## config.mk

```make
export PLATFORM = sky130hd
export DESIGN_NAME = fast_infrared_line_control
export DESIGN_NICKNAME = d
export VERILOG_FILES = /design/src/shared/fast_ir_line_pkg.sv /design/src/logic/fast_infrared_line_control.sv
export SDC_FILE = /design/constraint.sdc
export NUM_CORES = 1
export LEC_CHECK = 0
export BUFFER_PORTS_ARGS = -buffer_cell sky130_fd_sc_hd__clkbuf_2
export CORE_MARGIN = 2
export CORE_UTILIZATION = 35
export CTS_CLUSTER_SIZE = 14
export DETAILED_ROUTE_END_ITERATION = 8
export PLACE_DENSITY = 0.76
export SLEW_MARGIN = 20
export SYNTH_ARGS = -nofsm -noshare
export SYNTH_HDL_FRONTEND = slang
export SYNTH_SLANG_ARGS = --single-unit
export TNS_END_PERCENT = 10
```

## constraint.sdc

```tcl
create_clock -name i_clk -period 5.3 [get_ports i_clk]
set_input_delay 0.53 -clock i_clk [delete_from_list [all_inputs] [get_ports i_clk]]
set_output_delay 0.53 -clock i_clk [all_outputs]
set_load 0.02 [all_outputs]
```

## src/shared/fast_ir_line_pkg.sv

```systemverilog
// Purpose: Constants for the fast infrared line control block
// Assumes: APB with 32-bit data, one register per aligned word
// Notes: Register indexes are kept as printed; byte address is four times the index
package fast_ir_line_pkg;

  // ----------------------------------------------------------------
  // Register indexes and byte addresses
  // ----------------------------------------------------------------
  localparam logic [31:0] LINE_CODING_IDX = 32'h0f00085c;
  localparam logic [31:0] FAST_IR_IDX = 32'h0f00085e;
  localparam logic [31:0] BLOCK_ENABLE_IDX = 32'h0f000870;
  localparam logic [31:0] LINE_STATUS_IDX = 32'h0f000872;
  localparam logic [31:0] LINE_CODING_ADDR = 32'h3c002170;
  localparam logic [31:0] FAST_IR_ADDR = 32'h3c002178;
  localparam logic [31:0] BLOCK_ENABLE_ADDR = 32'h3c0021c0;
  localparam logic [31:0] LINE_STATUS_ADDR = 32'h3c0021c8;

  // ----------------------------------------------------------------
  // Reset values and writable masks
  // ----------------------------------------------------------------
  localparam logic [15:0] LINE_CODING_RESET = 16'h0000;
  localparam logic [15:0] FAST_IR_RESET = 16'h0085;
  localparam logic [15:0] LINE_CODING_WMASK = 16'h00f7;
  localparam logic [15:0] FAST_IR_WMASK = 16'h00e7;

  // ----------------------------------------------------------------
  // Line coding control fields
  // ----------------------------------------------------------------
  localparam int TX_ENABLE_BIT = 7;
  localparam int RX_ENABLE_BIT = 6;
  localparam int PPM_MOD_DISABLE_BIT = 5;
  localparam int BIT_CORRECT_DISABLE_BIT = 4;
  localparam int OMIT_CHECKSUM_BIT = 2;
  localparam int CHECKSUM_INVERT_BIT = 1;
  localparam int LINE_DATA_INVERT_BIT = 0;

  // ----------------------------------------------------------------
  // Fast infrared control fields
  // ----------------------------------------------------------------
  localparam int PREAMBLE_COUNT_LSB = 5;
  localparam int PULSE_WINDOW_LSB = 3;
  localparam int PULSE_WIDTH_LSB = 0;
  localparam logic [3:0] SINGLE_WIDTH_OFFSET = 4'h1;
  localparam logic [3:0] DOUBLE_WIDTH_OFFSET = 4'h7;
  localparam logic [3:0] WINDOW_LOW_BASE = 4'h7;
  localparam logic [3:0] WINDOW_HIGH_BASE = 4'h8;
  localparam logic [3:0] WIDTH_COUNT_MAX = 4'hf;
  localparam logic [2:0] PULSE_WIDTH_MAX_CODE = 3'h5;

  // ----------------------------------------------------------------
  // Preamble codes and symbol counts
  // ----------------------------------------------------------------
  localparam logic [2:0] PREAMBLE_CODE_16 = 3'h4;
  localparam logic [2:0] PREAMBLE_CODE_4 = 3'h3;
  localparam logic [2:0] PREAMBLE_CODE_2 = 3'h2;
  localparam logic [2:0] PREAMBLE_CODE_1 = 3'h1;
  localparam logic [4:0] PREAMBLE_SYMBOLS_16 = 5'h10;
  localparam logic [4:0] PREAMBLE_SYMBOLS_4 = 5'h04;
  localparam logic [4:0] PREAMBLE_SYMBOLS_2 = 5'h02;
  localparam logic [4:0] PREAMBLE_SYMBOLS_1 = 5'h01;

  // ----------------------------------------------------------------
  // Receive pulse classifier states
  // ----------------------------------------------------------------
  typedef enum logic [1:0] {
    RX_IDLE = 2'b01,
    RX_HIGH = 2'b10
  } rx_state_t;

endpackage

```

## src/logic/fast_infrared_line_control.sv

```systemverilog
// Purpose: Line coding and pulse shaping control for a fast infrared controller
// Assumes: 20 MHz i_clk; i_ref_tick marks one reference clock cycle in this domain
// Notes: Registers reached over APB, zero wait states
`timescale 1ns/100ps

module fast_infrared_line_control (
  // Clock and reset
  input wire logic i_clk,
  input wire logic i_rst_b,
  // APB slave
  input wire logic i_psel,
  input wire logic i_penable,
  input wire logic i_pwrite,
  input wire logic [31:0] i_paddr,
  input wire logic [31:0] i_pwdata,
  output logic [31:0] o_prdata,
  output logic o_pready,
  output logic o_pslverr,
  // Reference clock tick
  input wire logic i_ref_tick,
  // Transmit sequencer
  input wire logic i_tx_frame_length_reg_write,
  output logic o_tx_seq_start,
  output logic o_ppm_mod_enable,
  output logic o_append_checksum,
  output logic [4:0] o_preamble_count,
  input wire logic [31:0] i_crc_word,
  output logic [31:0] o_tx_crc_word,
  // Transmit pulse shaper
  input wire logic i_tx_pulse_start,
  input wire logic i_tx_pulse_double,
  output logic o_tx_line,
  // Receive path
  input wire logic i_rx_line,
  output logic o_rx_sample_enable,
  output logic o_bit_correct_enable,
  output logic o_rx_single,
  output logic o_rx_double,
  // Main block control
  output logic o_main_rst_b,
  output logic o_main_clk_en
);

  // ----------------------------------------------------------------
  // Registers
  // ----------------------------------------------------------------
  logic [15:0] line_coding_reg;
  logic [15:0] fast_ir_reg;
  logic block_enable_reg;
  logic [31:0] prdata_reg;
  logic rx_sync1_reg;
  logic rx_sync2_reg;
  fast_ir_line_pkg::rx_state_t rx_state_reg;
  fast_ir_line_pkg::rx_state_t rx_state_next;
  logic [3:0] rx_width_reg;
  logic [3:0] rx_width_next;
  logic rx_single_reg;
  logic rx_double_reg;
  logic [3:0] tx_count_reg;
  logic [3:0] tx_count_next;
  logic tx_line_reg;
  logic [31:0] tx_crc_reg;
  logic tx_start_reg;
  logic main_rst_b_reg;
  logic main_clk_en_reg;

  // ----------------------------------------------------------------
  // Field decode
  // ----------------------------------------------------------------
  wire logic tx_enable = line_coding_reg[fast_ir_line_pkg::TX_ENABLE_BIT];
  wire logic rx_enable = line_coding_reg[fast_ir_line_pkg::RX_ENABLE_BIT];
  wire logic ppm_mod_disable = line_coding_reg[fast_ir_line_pkg::PPM_MOD_DISABLE_BIT];
  wire logic bit_correct_disable = line_coding_reg[fast_ir_line_pkg::BIT_CORRECT_DISABLE_BIT];
  wire logic omit_checksum = line_coding_reg[fast_ir_line_pkg::OMIT_CHECKSUM_BIT];
  wire logic checksum_invert = line_coding_reg[fast_ir_line_pkg::CHECKSUM_INVERT_BIT];
  wire logic line_data_invert = line_coding_reg[fast_ir_line_pkg::LINE_DATA_INVERT_BIT];
  wire logic [2:0] preamble_code = fast_ir_reg[fast_ir_line_pkg::PREAMBLE_COUNT_LSB +: 3];
  wire logic [1:0] pulse_window = fast_ir_reg[fast_ir_line_pkg::PULSE_WINDOW_LSB +: 2];
  wire logic [2:0] pulse_width = fast_ir_reg[fast_ir_line_pkg::PULSE_WIDTH_LSB +: 3];

  // ----------------------------------------------------------------
  // APB decode
  // ----------------------------------------------------------------
  wire logic hit_line_coding = (i_paddr == fast_ir_line_pkg::LINE_CODING_ADDR);
  wire logic hit_fast_ir = (i_paddr == fast_ir_line_pkg::FAST_IR_ADDR);
  wire logic hit_block_enable = (i_paddr == fast_ir_line_pkg::BLOCK_ENABLE_ADDR);
  wire logic hit_status = (i_paddr == fast_ir_line_pkg::LINE_STATUS_ADDR);
  wire logic hit_any = hit_line_coding | hit_fast_ir | hit_block_enable | hit_status;
  wire logic setup_phase = i_psel & ~i_penable;
  wire logic access_phase = i_psel & i_penable;
  wire logic wr_access = access_phase & i_pwrite & hit_any;

  // ----------------------------------------------------------------
  // Read data select
  // ----------------------------------------------------------------
  wire logic tx_busy = (tx_count_reg != 4'h0);
  wire logic rx_in_pulse = (rx_state_reg == fast_ir_line_pkg::RX_HIGH);
  wire logic [31:0] status_word = {29'h0, rx_double_reg, rx_in_pulse, tx_busy};
  logic [31:0] read_word;

  always_comb begin
    if (hit_line_coding) begin
      read_word = {16'h0, line_coding_reg};
    end else if (hit_fast_ir) begin
      read_word = {16'h0, fast_ir_reg};
    end else if (hit_block_enable) begin
      read_word = {31'h0, block_enable_reg};
    end else if (hit_status) begin
      read_word = status_word;
    end else begin
      read_word = 32'h0;
    end
  end

  // ----------------------------------------------------------------
  // Bus response
  // ----------------------------------------------------------------
  assign o_pready = 1'b1;
  assign o_pslverr = access_phase & ~hit_any;
  assign o_prdata = prdata_reg;

  // ----------------------------------------------------------------
  // Register writes and read capture
  // ----------------------------------------------------------------
  wire logic [15:0] line_coding_next = i_pwdata[15:0] & fast_ir_line_pkg::LINE_CODING_WMASK;
  // Window field is read-only; its bits keep their value across writes
  wire logic [15:0] fast_ir_next = (i_pwdata[15:0] & fast_ir_line_pkg::FAST_IR_WMASK)
    | (fast_ir_reg & ~fast_ir_line_pkg::FAST_IR_WMASK);

  always_ff @(posedge i_clk or negedge i_rst_b) begin
    if (!i_rst_b) begin
      line_coding_reg <= fast_ir_line_pkg::LINE_CODING_RESET;
      fast_ir_reg <= fast_ir_line_pkg::FAST_IR_RESET;
      block_enable_reg <= 1'b0;
      prdata_reg <= 32'h0;
    end else begin
      if (wr_access && hit_line_coding) begin
        line_coding_reg <= line_coding_next;
      end
      if (wr_access && hit_fast_ir) begin
        fast_ir_reg <= fast_ir_next;
      end
      if (wr_access && hit_block_enable) begin
        block_enable_reg <= i_pwdata[0];
      end
      if (setup_phase && !i_pwrite) begin
        prdata_reg <= read_word;
      end
    end
  end

  // ----------------------------------------------------------------
  // Main block control
  // ----------------------------------------------------------------
  always_ff @(posedge i_clk or negedge i_rst_b) begin
    if (!i_rst_b) begin
      main_rst_b_reg <= 1'b0;
      main_clk_en_reg <= 1'b0;
    end else begin
      main_rst_b_reg <= block_enable_reg;
      main_clk_en_reg <= block_enable_reg;
    end
  end

  // ----------------------------------------------------------------
  // Main block outputs
  // ----------------------------------------------------------------
  assign o_main_rst_b = main_rst_b_reg;
  assign o_main_clk_en = main_clk_en_reg;

  // ----------------------------------------------------------------
  // Transmit control
  // ----------------------------------------------------------------
  logic [4:0] preamble_symbols;

  always_comb begin
    case (preamble_code)
      fast_ir_line_pkg::PREAMBLE_CODE_16: preamble_symbols = fast_ir_line_pkg::PREAMBLE_SYMBOLS_16;
      fast_ir_line_pkg::PREAMBLE_CODE_4: preamble_symbols = fast_ir_line_pkg::PREAMBLE_SYMBOLS_4;
      fast_ir_line_pkg::PREAMBLE_CODE_2: preamble_symbols = fast_ir_line_pkg::PREAMBLE_SYMBOLS_2;
      fast_ir_line_pkg::PREAMBLE_CODE_1: preamble_symbols = fast_ir_line_pkg::PREAMBLE_SYMBOLS_1;
      default: preamble_symbols = 5'h00;
    endcase
  end

  // ----------------------------------------------------------------
  // Transmit start and checksum
  // ----------------------------------------------------------------
  wire logic tx_start_next = i_tx_frame_length_reg_write & tx_enable & block_enable_reg;
  wire logic [31:0] tx_crc_next = checksum_invert ? ~i_crc_word : i_crc_word;

  always_ff @(posedge i_clk or negedge i_rst_b) begin
    if (!i_rst_b) begin
      tx_start_reg <= 1'b0;
      tx_crc_reg <= 32'h0;
    end else begin
      tx_start_reg <= tx_start_next;
      tx_crc_reg <= tx_crc_next;
    end
  end

  // ----------------------------------------------------------------
  // Transmit outputs
  // ----------------------------------------------------------------
  assign o_tx_seq_start = tx_start_reg;
  assign o_tx_crc_word = tx_crc_reg;
  assign o_ppm_mod_enable = ~ppm_mod_disable;
  assign o_append_checksum = ~omit_checksum;
  assign o_preamble_count = preamble_symbols;

  // ----------------------------------------------------------------
  // Transmit pulse shaper
  // ----------------------------------------------------------------
  // Widths saturate at the largest legal code so a prohibited code cannot overrun
  wire logic [2:0] width_code = (pulse_width > fast_ir_line_pkg::PULSE_WIDTH_MAX_CODE)
    ? fast_ir_line_pkg::PULSE_WIDTH_MAX_CODE : pulse_width;
  wire logic [3:0] single_width = {1'b0, width_code} + fast_ir_line_pkg::SINGLE_WIDTH_OFFSET;
  wire logic [3:0] double_width = {1'b0, width_code} + fast_ir_line_pkg::DOUBLE_WIDTH_OFFSET;

  // ----------------------------------------------------------------
  // Transmit pulse counter
  // ----------------------------------------------------------------
  always_comb begin
    tx_count_next = tx_count_reg;
    if (i_tx_pulse_start && !tx_busy && block_enable_reg) begin
      tx_count_next = i_tx_pulse_double ? double_width : single_width;
    end else if (tx_busy && i_ref_tick) begin
      tx_count_next = tx_count_reg - 4'h1;
    end
  end

  always_ff @(posedge i_clk or negedge i_rst_b) begin
    if (!i_rst_b) begin
      tx_count_reg <= 4'h0;
      tx_line_reg <= 1'b0;
    end else begin
      tx_count_reg <= tx_count_next;
      tx_line_reg <= (tx_count_next != 4'h0) ^ line_data_invert;
    end
  end

  assign o_tx_line = tx_line_reg;

  // ----------------------------------------------------------------
  // Receive line synchroniser
  // ----------------------------------------------------------------
  always_ff @(posedge i_clk or negedge i_rst_b) begin
    if (!i_rst_b) begin
      rx_sync1_reg <= 1'b0;
      rx_sync2_reg <= 1'b0;
    end else begin
      rx_sync1_reg <= i_rx_line;
      rx_sync2_reg <= rx_sync1_reg;
    end
  end

  // ----------------------------------------------------------------
  // Receive enable mask
  // ----------------------------------------------------------------
  wire logic rx_open = rx_enable & block_enable_reg;
  wire logic rx_level = rx_open & (rx_sync2_reg ^ line_data_invert);

  assign o_rx_sample_enable = rx_open;
  assign o_bit_correct_enable = ~bit_correct_disable;

  // ----------------------------------------------------------------
  // Receive pulse classifier
  // ----------------------------------------------------------------
  wire logic [3:0] window_low = fast_ir_line_pkg::WINDOW_LOW_BASE + {2'b00, pulse_window};
  wire logic [3:0] window_high = fast_ir_line_pkg::WINDOW_HIGH_BASE + {2'b00, pulse_window};
  wire logic width_in_window = (rx_width_reg >= window_low) && (rx_width_reg <= window_high);
  wire logic rx_pulse_end = rx_in_pulse & ~rx_level;

  always_comb begin
    rx_state_next = rx_state_reg;
    rx_width_next = rx_width_reg;
    case (rx_state_reg)
      fast_ir_line_pkg::RX_IDLE: begin
        rx_width_next = 4'h0;
        if (rx_level) begin
          rx_state_next = fast_ir_line_pkg::RX_HIGH;
          if (i_ref_tick) begin
            rx_width_next = 4'h1;
          end
        end
      end
      fast_ir_line_pkg::RX_HIGH: begin
        if (!rx_level) begin
          rx_state_next = fast_ir_line_pkg::RX_IDLE;
        end else if (i_ref_tick && rx_width_reg != fast_ir_line_pkg::WIDTH_COUNT_MAX) begin
          rx_width_next = rx_width_reg + 4'h1;
        end
      end
      default: begin
        rx_state_next = fast_ir_line_pkg::RX_IDLE;
        rx_width_next = 4'h0;
      end
    endcase
  end

  // ----------------------------------------------------------------
  // Receive state update
  // ----------------------------------------------------------------
  wire logic rx_single_next = rx_pulse_end & width_in_window;
  wire logic rx_double_next = rx_pulse_end & ~width_in_window;

  always_ff @(posedge i_clk or negedge i_rst_b) begin
    if (!i_rst_b) begin
      rx_state_reg <= fast_ir_line_pkg::RX_IDLE;
      rx_width_reg <= 4'h0;
      rx_single_reg <= 1'b0;
      rx_double_reg <= 1'b0;
    end else begin
      rx_state_reg <= rx_state_next;
      rx_width_reg <= rx_width_next;
      rx_single_reg <= rx_single_next;
      rx_double_reg <= rx_double_next;
    end
  end

  // ----------------------------------------------------------------
  // Receive outputs
  // ----------------------------------------------------------------
  assign o_rx_single = rx_single_reg;
  assign o_rx_double = rx_double_reg;

endmodule

```

==> impl_metrics.env, run 1 <==
export IMPL_status="completed"
export IMPL_cp_top_family="flip-flops"
export IMPL_arrival_ns=2.57
export IMPL_switchingPower_uw=327.9
export IMPL_ios=187
export IMPL_final_cell_mix="142 x clkbuf_2, 66 x dfrtp_1, 34 x xor2_1"
export IMPL_synth_compound_area_share_pct=6.990
export IMPL_grt_pass1_vias=2740
export IMPL_clkTransAtPathRegs_ns=0.08
export IMPL_path_max_fanout=5
export IMPL_ctsRootBufferMaster="clkbuf_8"
export IMPL_pwr_share_clk_pct=41.0
export IMPL_cts_hold_buf=0
export IMPL_required_ns=5.51
export IMPL_synthMuxAreaShare_pct=6.205
export IMPL_postSynthAreaPerCell_sq_um=11.43
export IMPL_synth_adder_area_share_pct=4.137
export IMPL_synthesis_instances=307
export IMPL_total_leakage_power_uw=0.002410
export IMPL_switching_share_pct=24.93
export IMPL_drive_gt1_share_pct=41.74
export IMPL_grt_use_total_pct=15.07
export IMPL_nets=560
export IMPL_crit_path_end_kind="flip-flop"
export IMPL_max_freq_mhz=422.5
export IMPL_cts_buffers_inserted=9
export IMPL_finalHoldViolCount=0
export IMPL_core_area_sq_um=9774
export IMPL_synth_edff_count=0
export IMPL_die_h_um=104.1
export IMPL_period_needed_ns=2.367
export IMPL_drtAntennaViolNets=0
export IMPL_skew_ns=0.01024
export IMPL_port_buffers=143
export IMPL_seq_area_frac_synth_pct=50.78
export IMPL_cts_sinks=71
export IMPL_antenna_found_initial=0
export IMPL_synth_xor_area_share_pct=8.738
export IMPL_layout_commonest_cell="clkbuf_2"
export IMPL_synthSimpleGateAreaFrac_pct=14.48
export IMPL_cts_htree_levels=3
export IMPL_fin_tns_setup_ns=0
export IMPL_min_path_type="input pin to asynchronous set/reset pin"
export IMPL_path_buf_inv=0
export IMPL_cts_tree="built"
export IMPL_layout_setup_ws_ns=2.933
export IMPL_slew_limit_headroom_pct=41.12
export IMPL_slew_violations=0
export IMPL_worstMarginPinSlew_ns=0.8832
export IMPL_path_cells="a21oi_1 -> fa_1 -> xnor2_1 -> a221o_1 -> or4b_1 -> xor2_1"
export IMPL_vdd_ir_drop_max_mv=0.1465
export IMPL_path_class="flip-flop to flip-flop"
export IMPL_post_cts_buffers=0
export IMPL_setup_violations=0
export IMPL_clock_path_buffers=2
export IMPL_comb_power_share_pct=13.8
export IMPL_reg2reg_slack_ns=2.93
export IMPL_r2r_end="o_tx_line$_DFF_PN0_"
export IMPL_die_area_sq_um=10840
export IMPL_ctsResizeCount=0
export IMPL_dp_hpwl_mm=6.121
export IMPL_async_flop_share_pct=100.0
export IMPL_synth_area_sq_um=3508
export IMPL_yosys_warnings=0
export IMPL_preCtsSetupSlack_ns=2.710
export IMPL_clk_latency_ns=0.33
export IMPL_globalplace_congestion=0.8133
export IMPL_stdcell_count=581
export IMPL_via_per_inst=4.590
export IMPL_grt_max_degree=40
export IMPL_critPathLaunchType="flip-flop"
export IMPL_num_rows=36
export IMPL_synth_top_family_by_area="simple AND/OR/NAND/NOR gates"
export IMPL_die_w_um=104.1
export IMPL_final_util_pct=45.85
export IMPL_largest_reg_flops=32
export IMPL_crit_path_top_delay_cell="dfstp_2"
export IMPL_num_vias=2667
export IMPL_grt_overflow_total=0
export IMPL_fill_cells=904
export IMPL_p_int_uw=987.5
export IMPL_wl_mm=7.820
export IMPL_area_growth_pct=27.75
export IMPL_start_util_pct=35.89
export IMPL_rsz0062_at_grt="no"
export IMPL_grt_pass1_wl_mm=13.06
export IMPL_fin_crit_sh_pct=44.66
export IMPL_drcViolationCount=0
export IMPL_synth_cell_types=52
export IMPL_first_pass_iters=4
export IMPL_r2r_worst_path_cells=6
export IMPL_synth_seq_cells=71
export IMPL_p_seq_share_pct=45.2
export IMPL_antenna_cells=0
export IMPL_cap_violations=0
export IMPL_placed_cells=565
export IMPL_power_per_cell_area_nw_per_um2=293.5
export IMPL_critPathMaxStageDelay_ns=0.57
export IMPL_avgRoutedWirePerCell_um=13.46
export IMPL_drt_iter0_drc=95
export IMPL_worstReg2RegStart="fast_ir_reg[2]$_DFFE_PN1P_"
export IMPL_ys_flop_type="dfrtp_1"
[worst max path at each step]
stage / start / to / cells past startpoint
CTS: fast_ir_reg[2]$_DFFE_PN1P_ / o_tx_line$_DFF_PN0_ / 6
floorplan: fast_ir_reg[2]$_DFFE_PN1P_ / o_tx_line$_DFF_PN0_ / 6
global route: i_paddr[1] / o_pslverr / 7
finish: fast_ir_reg[2]$_DFFE_PN1P_ / o_tx_line$_DFF_PN0_ / 6
detailed placement: i_paddr[1] / line_coding_reg[5]$_DFFE_PN0P_ / 6
global placement: i_paddr[30] / line_coding_reg[1]$_DFFE_PN0P_ / 6
[kinds of logic after synthesis]
kind of cell / count (synthesis)
AND/OR/NAND/NOR: 79
adder cells (fa/ha/maj): 11
flip-flops: 71
buffers and inverters: 52
other: 2
XOR/XNOR: 35
multiplexers: 20
AO/OA/AOI/OAI: 37
[worst reg2reg max path, stage by stage, from the launching register on]
cell	delay (ns)
dfstp_2	0.57
a21oi_1	0.12
fa_1	0.39
xnor2_1	0.13
a221o_1	0.34
or4b_1	0.54
xor2_1	0.15
[stage by stage]
stage	area (sq um)	power (uW)	hold slack [ns]
4_1_cts	4482	1334	0.2394
3_5_place_dp	4227	787.0	0.3496
5_1_grt	4482	1380	0.2810
3_3_place_gp	4227	780.9	0.3332
6_report	4482	1315	0.2327
2_1_floorplan	3576	717.7	0.2344
[routing by layer]
metal | wire length (um) | vias up | track usage (%) | share of wire [%]
met2 | 3739 | 141 | 25.38 | 48
met4 | 123 | 0 | 5.792 | 1.6
met1 | 3230 | 1248 | 17.80 | 41
met3 | 727 | 11 | 5.075 | 9.3
li1 | - | 1267 | - | -
met5 | 0 | - | 0 | 0
[cell usage after synthesis (2+ instances only)]
library cell  instances  area (sq um)
dfrtp_1              67          1677
xor2_1               34         297.8
buf_4                27         202.7
nand2_1              21         78.83
inv_1                15         56.30
mux2_2               14         157.7
a21oi_1              11         55.05
ha_1                 10         125.1
nor2_1                9         33.78
clkbuf_1              7         26.28
nor3b_1               7         52.55
mux2i_1               6         60.06
o21ai_0               6         30.03
nand3_1               5         25.02
dfstp_2               4         105.1
a21boi_0              3         22.52
a21o_1                3         22.52
and2_1                3         18.77
and3_1                3         18.77
buf_1                 3         11.26
nand2b_1              3         18.77
nor3_1                3         15.01
nor4_1                3         18.77
nor4b_1               3         26.28
o31ai_1               3         22.52
a22o_1                2         17.52
conb_1                2         7.510
nor2b_1               2         12.51
nor4_4                2         42.54
nor4bb_1              2         20.02
or2_2                 2         12.51
or3b_1                2         17.52
[area by class of cell]
class | count | area (sq um) | area share, %
inverters | 15 | 56.30 | 1.256
well taps | 133 | 166.4 | 3.713
flip-flops and latches | 71 | 1783 | 39.78
clock inverters | 5 | 103.9 | 2.317
repair buffers | 144 | 723.2 | 16.14
multi-input cells | 202 | 1498 | 33.42
clock buffers | 11 | 151.4 | 3.378
[power groups by stage]
stage	Sequential, uW	Combinational, uW	Clock [uW]
after global placement	603	178	0
after detailed placement	605	182	0
after CTS	594	183	557
after floorplan	620	97.3	0
final	594	182	540
after global routing	598	204	578
(Power assumes the default switching activity.)
==> run 2, diff against run 1 <==
Settings changed: ABC_AREA set to 1, PLACE_DENSITY 0.76 to 0.75.
Clock period 5.3 ns to 2.2 ns, I/O delays scaled along.
==> run 2 against run 1 <==
Against the previous run: routed wire length grew 5.8%; die area is 9.3% higher; worst setup slack got worse by 2.6 ns; critical path depth grew 3; via count up 19%; sequential cell count unchanged; non-clock buffer count up 8; register-to-register slack got worse by 2.6 ns; first-iteration DRC count fell by 20%; area after synthesis rose by 9.7%; combinational power grew to 3.8 times the previous value; count of clock-buffer cells in the layout fell by 2.
==> impl_metrics.env, run 2 <==
export IMPL_status="completed"
export IMPL_fill_cells=1072
export IMPL_yosys_area_top_type="dfrtp_1"
export IMPL_wl_mm=8.277
export IMPL_start_util_pct=35.65
export IMPL_drt_iter0_drc=76
export IMPL_setup_violations=0
export IMPL_grt_max_degree=39
export IMPL_synth_seq_cells=71
export IMPL_ys_flop_type="dfrtp_1"
export IMPL_placed_cells=734
export IMPL_rsz0062_at_grt="no"
export IMPL_path_cells="nand2_1 -> nand2_1 -> inv_1 -> fa_1 -> or2_2 -> nand2_1 -> nor2_1 -> nand3_1 -> nand2_1"
export IMPL_period_needed_ns=1.897
export IMPL_dp_hpwl_mm=6.600
export IMPL_yosys_warnings=0
export IMPL_layout_commonest_cell="clkbuf_2"
export IMPL_antenna_found_initial=0
export IMPL_required_ns=2.45
export IMPL_synth_edff_count=0
export IMPL_ys_top_cells_by_area="dfrtp_1 44%, nand2_1 10%, inv_1 7.8%"
export IMPL_slew_violations=0
export IMPL_path_max_fanout=4
export IMPL_min_path_type="input pin to flip-flop"
export IMPL_finalHoldViolCount=0
export IMPL_max_freq_mhz=527.0
export IMPL_synth_top_area_share_pct=43.58
export IMPL_total_leakage_power_uw=0.002660
export IMPL_power_per_cell_area_nw_per_um2=657.8
export IMPL_clock_path_buffers=2
export IMPL_critPathLaunchType="flip-flop"
export IMPL_stdcell_count=756
export IMPL_vdd_ir_drop_max_mv=0.2919
export IMPL_cap_violations=0
export IMPL_cpMostUsedCell="nand2_1"
export IMPL_yosysMostFrequentCell="nand2_1"
export IMPL_drtAntennaViolNets=0
export IMPL_final_cell_mix="142 x clkbuf_2, 106 x nand2_1, 80 x inv_1"
export IMPL_grt_pass1_vias=3142
export IMPL_synth_commonest_cells="106 x nand2_1, 80 x inv_1, 67 x dfrtp_1"
export IMPL_arrival_ns=2.15
export IMPL_grt_use_total_pct=15.13
export IMPL_drive_gt1_share_pct=30.84
export IMPL_clk_latency_ns=0.36
export IMPL_fin_tns_setup_ns=0
export IMPL_cts_sinks=71
export IMPL_num_vias=3169
export IMPL_area_growth_pct=25.95
export IMPL_drcViolationCount=0
export IMPL_cts_tree="built"
export IMPL_die_area_sq_um=11850
export IMPL_die_w_um=108.8
export IMPL_clkTransAtPathRegs_ns=0.09
export IMPL_globalplace_congestion=0.8136
export IMPL_nets=728
export IMPL_avgRoutedWirePerCell_um=10.95
export IMPL_postSynthAreaPerCell_sq_um=8.292
export IMPL_cts_htree_levels=3
export IMPL_crit_path_end_kind="flip-flop"
export IMPL_synth_area_sq_um=3847
export IMPL_grt_pass1_wl_mm=13.86
export IMPL_largest_reg_flops=32
export IMPL_ctsRootBufferMaster="clkbuf_8"
export IMPL_grt_overflow_total=0
export IMPL_core_area_sq_um=10790
export IMPL_async_flop_share_pct=100.0
export IMPL_ios=187
export IMPL_path_class="flip-flop to flip-flop"
export IMPL_crit_path_top_delay_cell="dfstp_2"
export IMPL_critPathMaxStageDelay_ns=0.56
export IMPL_seq_area_frac_synth_pct=46.31
export IMPL_fin_crit_sh_pct=86.25
export IMPL_num_rows=38
export IMPL_first_pass_iters=4
export IMPL_cts_buffers_inserted=9
export IMPL_port_buffers=143
export IMPL_die_h_um=108.8
export IMPL_antenna_cells=0
export IMPL_skew_ns=0.01218
export IMPL_synthesis_instances=464
export IMPL_via_per_inst=4.192
export IMPL_reg2reg_slack_ns=0.30
export IMPL_synth_cell_types=37
export IMPL_post_cts_buffers=0
-- run 2: cell types whose count changed after synthesis, sizes merged, moves of 8 or more --
cell,delta
nand2,+89
nand3,+20
nor3b,-8
mux2,-14
nor2,+45
inv,+66
-- run 2: worst paths after layout --
path | startpoint | endpoint | cells after the start
min in group asynchronous | i_rst_b | o_tx_crc_word[0]$_DFF_PN0_ | 2
hold reg to reg | rx_sync1_reg$_DFF_PN0_ | rx_sync2_reg$_DFF_PN0_ | 0
max in group asynchronous | i_rst_b | rx_state_reg[0]$_DFFE_PN1P_ | 3
setup reg to reg | fast_ir_reg[2]$_DFFE_PN1P_ | o_tx_line$_DFF_PN0_ | 9
setup / recovery | fast_ir_reg[2]$_DFFE_PN1P_ | o_tx_line$_DFF_PN0_ | 9
hold / removal | i_crc_word[29] | o_tx_crc_word[29]$_DFF_PN0_ | 2
-- run 2: cells by family (layout without fill, tap and decap cells) --
kind of cell,Yosys count,in the layout,synth area share (%)
AND/OR/NAND/NOR,203,203,22.73
buffers and inverters,116,250,14.50
flip-flops,71,71,46.31
XOR/XNOR,36,36,8.195
AO/OA/AOI/OAI,25,25,4.293
adder cells (fa/ha/maj),11,11,3.772
other,2,20,0.1952
-- run 2: per-layer routing --
metal  track usage, %  wire length, um  vias up
met3            5.977              573       17
met5                0                0        -
met1            17.51             3424     1424
met2            25.71             4131       89
li1                 -                -     1639
met4            4.762              148        0
-- run 2: final cells by class --
type	instances	area, sq um	share of cell area, %
clock inverter	7	66.31	1.368
timing repair buffer	152	813.3	16.78
clock buffer	9	123.9	2.556
sequential	71	1783	36.79
tap	140	175.2	3.615
inverter	82	309.0	6.377
multi-input combinational	295	1575	32.51
-- run 2: per-stage QoR --
stage	util [%]	cell area, sq um	setup slack (ns)	total power (uW)	hold slack [ns]
after floorplan	-	3915	0.4205	1971	-0.07559
after global placement	42.58	4596	0.3380	2173	0.1993
after detailed placement	42.58	4596	0.2923	2182	0.1959
after CTS	44.53	4806	0.2797	3221	0.007026
after global routing	44.90	4846	0.1257	3426	0.001184
final	44.90	4846	0.3025	3188	0.02557
-- run 2: power breakdown --
group          total [uW]  switching, uW  internal, uW
Combinational         698            429           268
Sequential           1470           56.7          1410
Clock                1020            578           443
Total                3190           1060          2120
-- run 2: critical path: cells and delay by family, from the launching register on --
kind          cells  cell delay (ns)
flops             1             0.56
simple gates      7             0.74
fa+ha+maj         1             0.42
buf+inv           1             0.07
-- run 2: what timing repair did --
item | CTS | global route
hold buffers | 2 | 4
resized for setup | 0 | 0
hold endpoints to repair | 34 | 4
==> run 3, diff against run 2 <==
Settings changed: CORE_MARGIN 2 to unset.
==> run 3 against run 2 <==
Against the previous run: non-clock buffer count fell by 3; final area fell by 0.80%; largest power group unchanged; critical endpoint unchanged; clock power up 4%; worst setup slack got worse by 0.021 ns; sequential share of layout area is 0.30 points higher; maximum frequency is 1.1% lower; worst hold slack better by 0.0087 ns; clock skew rose by 0.0036 ns.
==> impl_metrics.env, run 3 (synthesis gave the netlist of run 2 again) <==
export IMPL_pwr_share_clk_pct=32.8
export IMPL_final_util_pct=45.74
export IMPL_cts_tree="built"
export IMPL_ctsRootBufferMaster="clkbuf_8"
export IMPL_finalHoldViolCount=0
export IMPL_die_w_um=106.8
export IMPL_period_needed_ns=1.918
export IMPL_clock_path_buffers=2
export IMPL_wl_mm=8.694
export IMPL_fin_crit_sh_pct=87.19
export IMPL_nets=725
export IMPL_vdd_ir_drop_max_mv=0.3404
export IMPL_via_per_inst=4.409
export IMPL_drive_gt1_share_pct=31.16
export IMPL_cts_htree_levels=3
export IMPL_port_buffers=143
export IMPL_r2r_worst_path_cells=11
export IMPL_path_cells="nand2_1 -> nand2_1 -> inv_1 -> fa_1 -> xnor2_1 -> nand2_1 -> o211ai_1 -> nor2_1 -> nand2_1 -> nand2_1 -> nand2_1"
export IMPL_avgRoutedWirePerCell_um=11.61
export IMPL_layout_setup_ws_ns=0.2819
export IMPL_crit_path_top_delay_cell="dfstp_2"
export IMPL_grt_max_degree=45
export IMPL_setup_violations=0
export IMPL_antenna_found_initial=0
export IMPL_drcViolationCount=0
export IMPL_r2r_end="o_tx_line$_DFF_PN0_"
export IMPL_arrival_ns=2.16
export IMPL_dpl_cell_area_sq_um=4586
export IMPL_reg2reg_slack_ns=0.28
export IMPL_start_util_pct=36.61
export IMPL_dp_hpwl_mm=6.911
export IMPL_layout_commonest_cell="clkbuf_2"
export IMPL_path_class="flip-flop to flip-flop"
export IMPL_rsz0062_at_grt="no"
export IMPL_post_cts_buffers=0
export IMPL_finish_instance_area_sq_um=4807
export IMPL_grt_overflow_total=0
export IMPL_slew_violations=0
export IMPL_cpMostUsedCell="nand2_1"
export IMPL_ios=187
export IMPL_comb_power_share_pct=21.6
export IMPL_whs_ns=0.03431
export IMPL_required_ns=2.45
export IMPL_drt_iter0_drc=114
export IMPL_globalplace_congestion=0.7984
export IMPL_cap_violations=0
export IMPL_critPathMaxStageDelay_ns=0.57
export IMPL_crit_path_end_kind="flip-flop"
export IMPL_worstMarginPinSlew_ns=0.6360
export IMPL_power_per_cell_area_nw_per_um2=673.2
export IMPL_p_int_uw=2212
export IMPL_die_area_sq_um=11420
export IMPL_path_max_fanout=4
export IMPL_skew_ns=0.01576
export IMPL_m1WireLength_mm=3.497
export IMPL_largest_reg_flops=32
export IMPL_clkTransAtPathRegs_ns=0.09
export IMPL_grt_pass1_wl_mm=14.50
export IMPL_total_leakage_power_uw=0.002645
export IMPL_met3_length_um=561
export IMPL_preCtsSetupSlack_ns=0.2893
export IMPL_cts_sinks=71
export IMPL_drtAntennaViolNets=0
export IMPL_die_h_um=106.8
export IMPL_clk_latency_ns=0.35
export IMPL_grt_pass1_vias=3318
export IMPL_top_layer="met4"
export IMPL_fin_tns_setup_ns=0
export IMPL_grt_use_total_pct=16.18
export IMPL_critPathLaunchType="flip-flop"
export IMPL_switching_share_pct=31.65
export IMPL_worstReg2RegStart="fast_ir_reg[2]$_DFFE_PN1P_"
export IMPL_cts_buffers_inserted=9
export IMPL_first_pass_iters=5
export IMPL_area_growth_pct=24.94
export IMPL_num_rows=37
export IMPL_max_freq_mhz=521.3
export IMPL_slew_limit_headroom_pct=57.60
export IMPL_core_area_sq_um=10510
export IMPL_antenna_cells=0
export IMPL_route_met2_wl_mm=4.506
export IMPL_num_vias=3302
export IMPL_min_path_type="input pin to flip-flop"
export IMPL_switchingPower_uw=1024
export IMPL_status="completed"
export IMPL_final_cell_mix="142 x clkbuf_2, 106 x nand2_1, 80 x inv_1"
export IMPL_hold_path_depth=2
export IMPL_p_seq_share_pct=45.6
export IMPL_min_to="o_tx_crc_word[26]$_DFF_PN0_"
export IMPL_hold_start="i_crc_word[26]"
## run 3: cell types whose count changed in the layout (fill, tap and decap cells not counted), sizes merged
| cell | change |
|---|---|
| clkinvlp | +1 |
| buf | +1 |
| inv | -3 |
| bufinv | +1 |
| clkinv | +1 |
| dlygate4sd3 | -4 |
## run 3: area by class of cell
| cell class | instances | area (sq um) |
|---|---|---|
| fillers | 1018 | 5702 |
| flip-flops and latches | 71 | 1783 |
| multi-input cells | 295 | 1575 |
| repair buffers | 149 | 768.2 |
| inverters | 82 | 309.0 |
| well taps | 136 | 170.2 |
| clock buffers | 9 | 123.9 |
| clock inverters | 7 | 77.57 |
## run 3: worst max-delay path by stage
stage | slack [ns] | start | depth (start not counted) | to
6_report | 0.28 | fast_ir_reg[2]$_DFFE_PN1P_ | 11 | o_tx_line$_DFF_PN0_
4_1_cts | 0.27 | fast_ir_reg[2]$_DFFE_PN1P_ | 11 | o_tx_line$_DFF_PN0_
3_5_place_dp | 0.29 | fast_ir_reg[2]$_DFFE_PN1P_ | 11 | o_tx_line$_DFF_PN0_
5_1_grt | 0.13 | fast_ir_reg[2]$_DFFE_PN1P_ | 9 | o_tx_line$_DFF_PN0_
3_3_place_gp | 0.35 | fast_ir_reg[2]$_DFFE_PN1P_ | 9 | o_tx_line$_DFF_PN0_
2_1_floorplan | 0.42 | fast_ir_reg[2]$_DFFE_PN1P_ | 9 | o_tx_line$_DFF_PN0_
## run 3: metrics by stage
stage,std cells,total power (uW)
2_1_floorplan,482,1971
3_3_place_gp,731,2158
3_5_place_dp,731,2194
4_1_cts,749,3284
5_1_grt,749,3435
6_report,749,3236
## run 3: layer usage
layer,up-vias,global-route usage [%]
met3,14,4.681
met1,1528,18.20
li1,1635,-
met5,-,0
met2,125,28.94
met4,0,5.871
## run 3: repair_timing
action	CTS	global route
setup endpoints to repair	0	0
endpoints found under the hold margin	39	0
resized for setup	0	0
hold buffers	2	0
## run 3: critical path: cells and delay by family (launching register included)
kind	cells	cell delay, ns
and+or+nand+nor	7	0.56
AOI/OAI and AO/OA	1	0.10
DFF	1	0.57
adders and majority gates	1	0.38
xor gates and xnor gates	1	0.15
buffers and inverters	1	0.06
## run 3: power by group through the flow
| stage | Combinational, uW | Clock, uW | Sequential (uW) |
|---|---|---|---|
| after detailed placement | 695 | 0 | 1500 |
| after global placement | 665 | 0 | 1490 |
| after CTS | 704 | 1110 | 1470 |
| final | 701 | 1060 | 1470 |
| after floorplan | 436 | 0 | 1530 |
| after global routing | 806 | 1140 | 1480 |
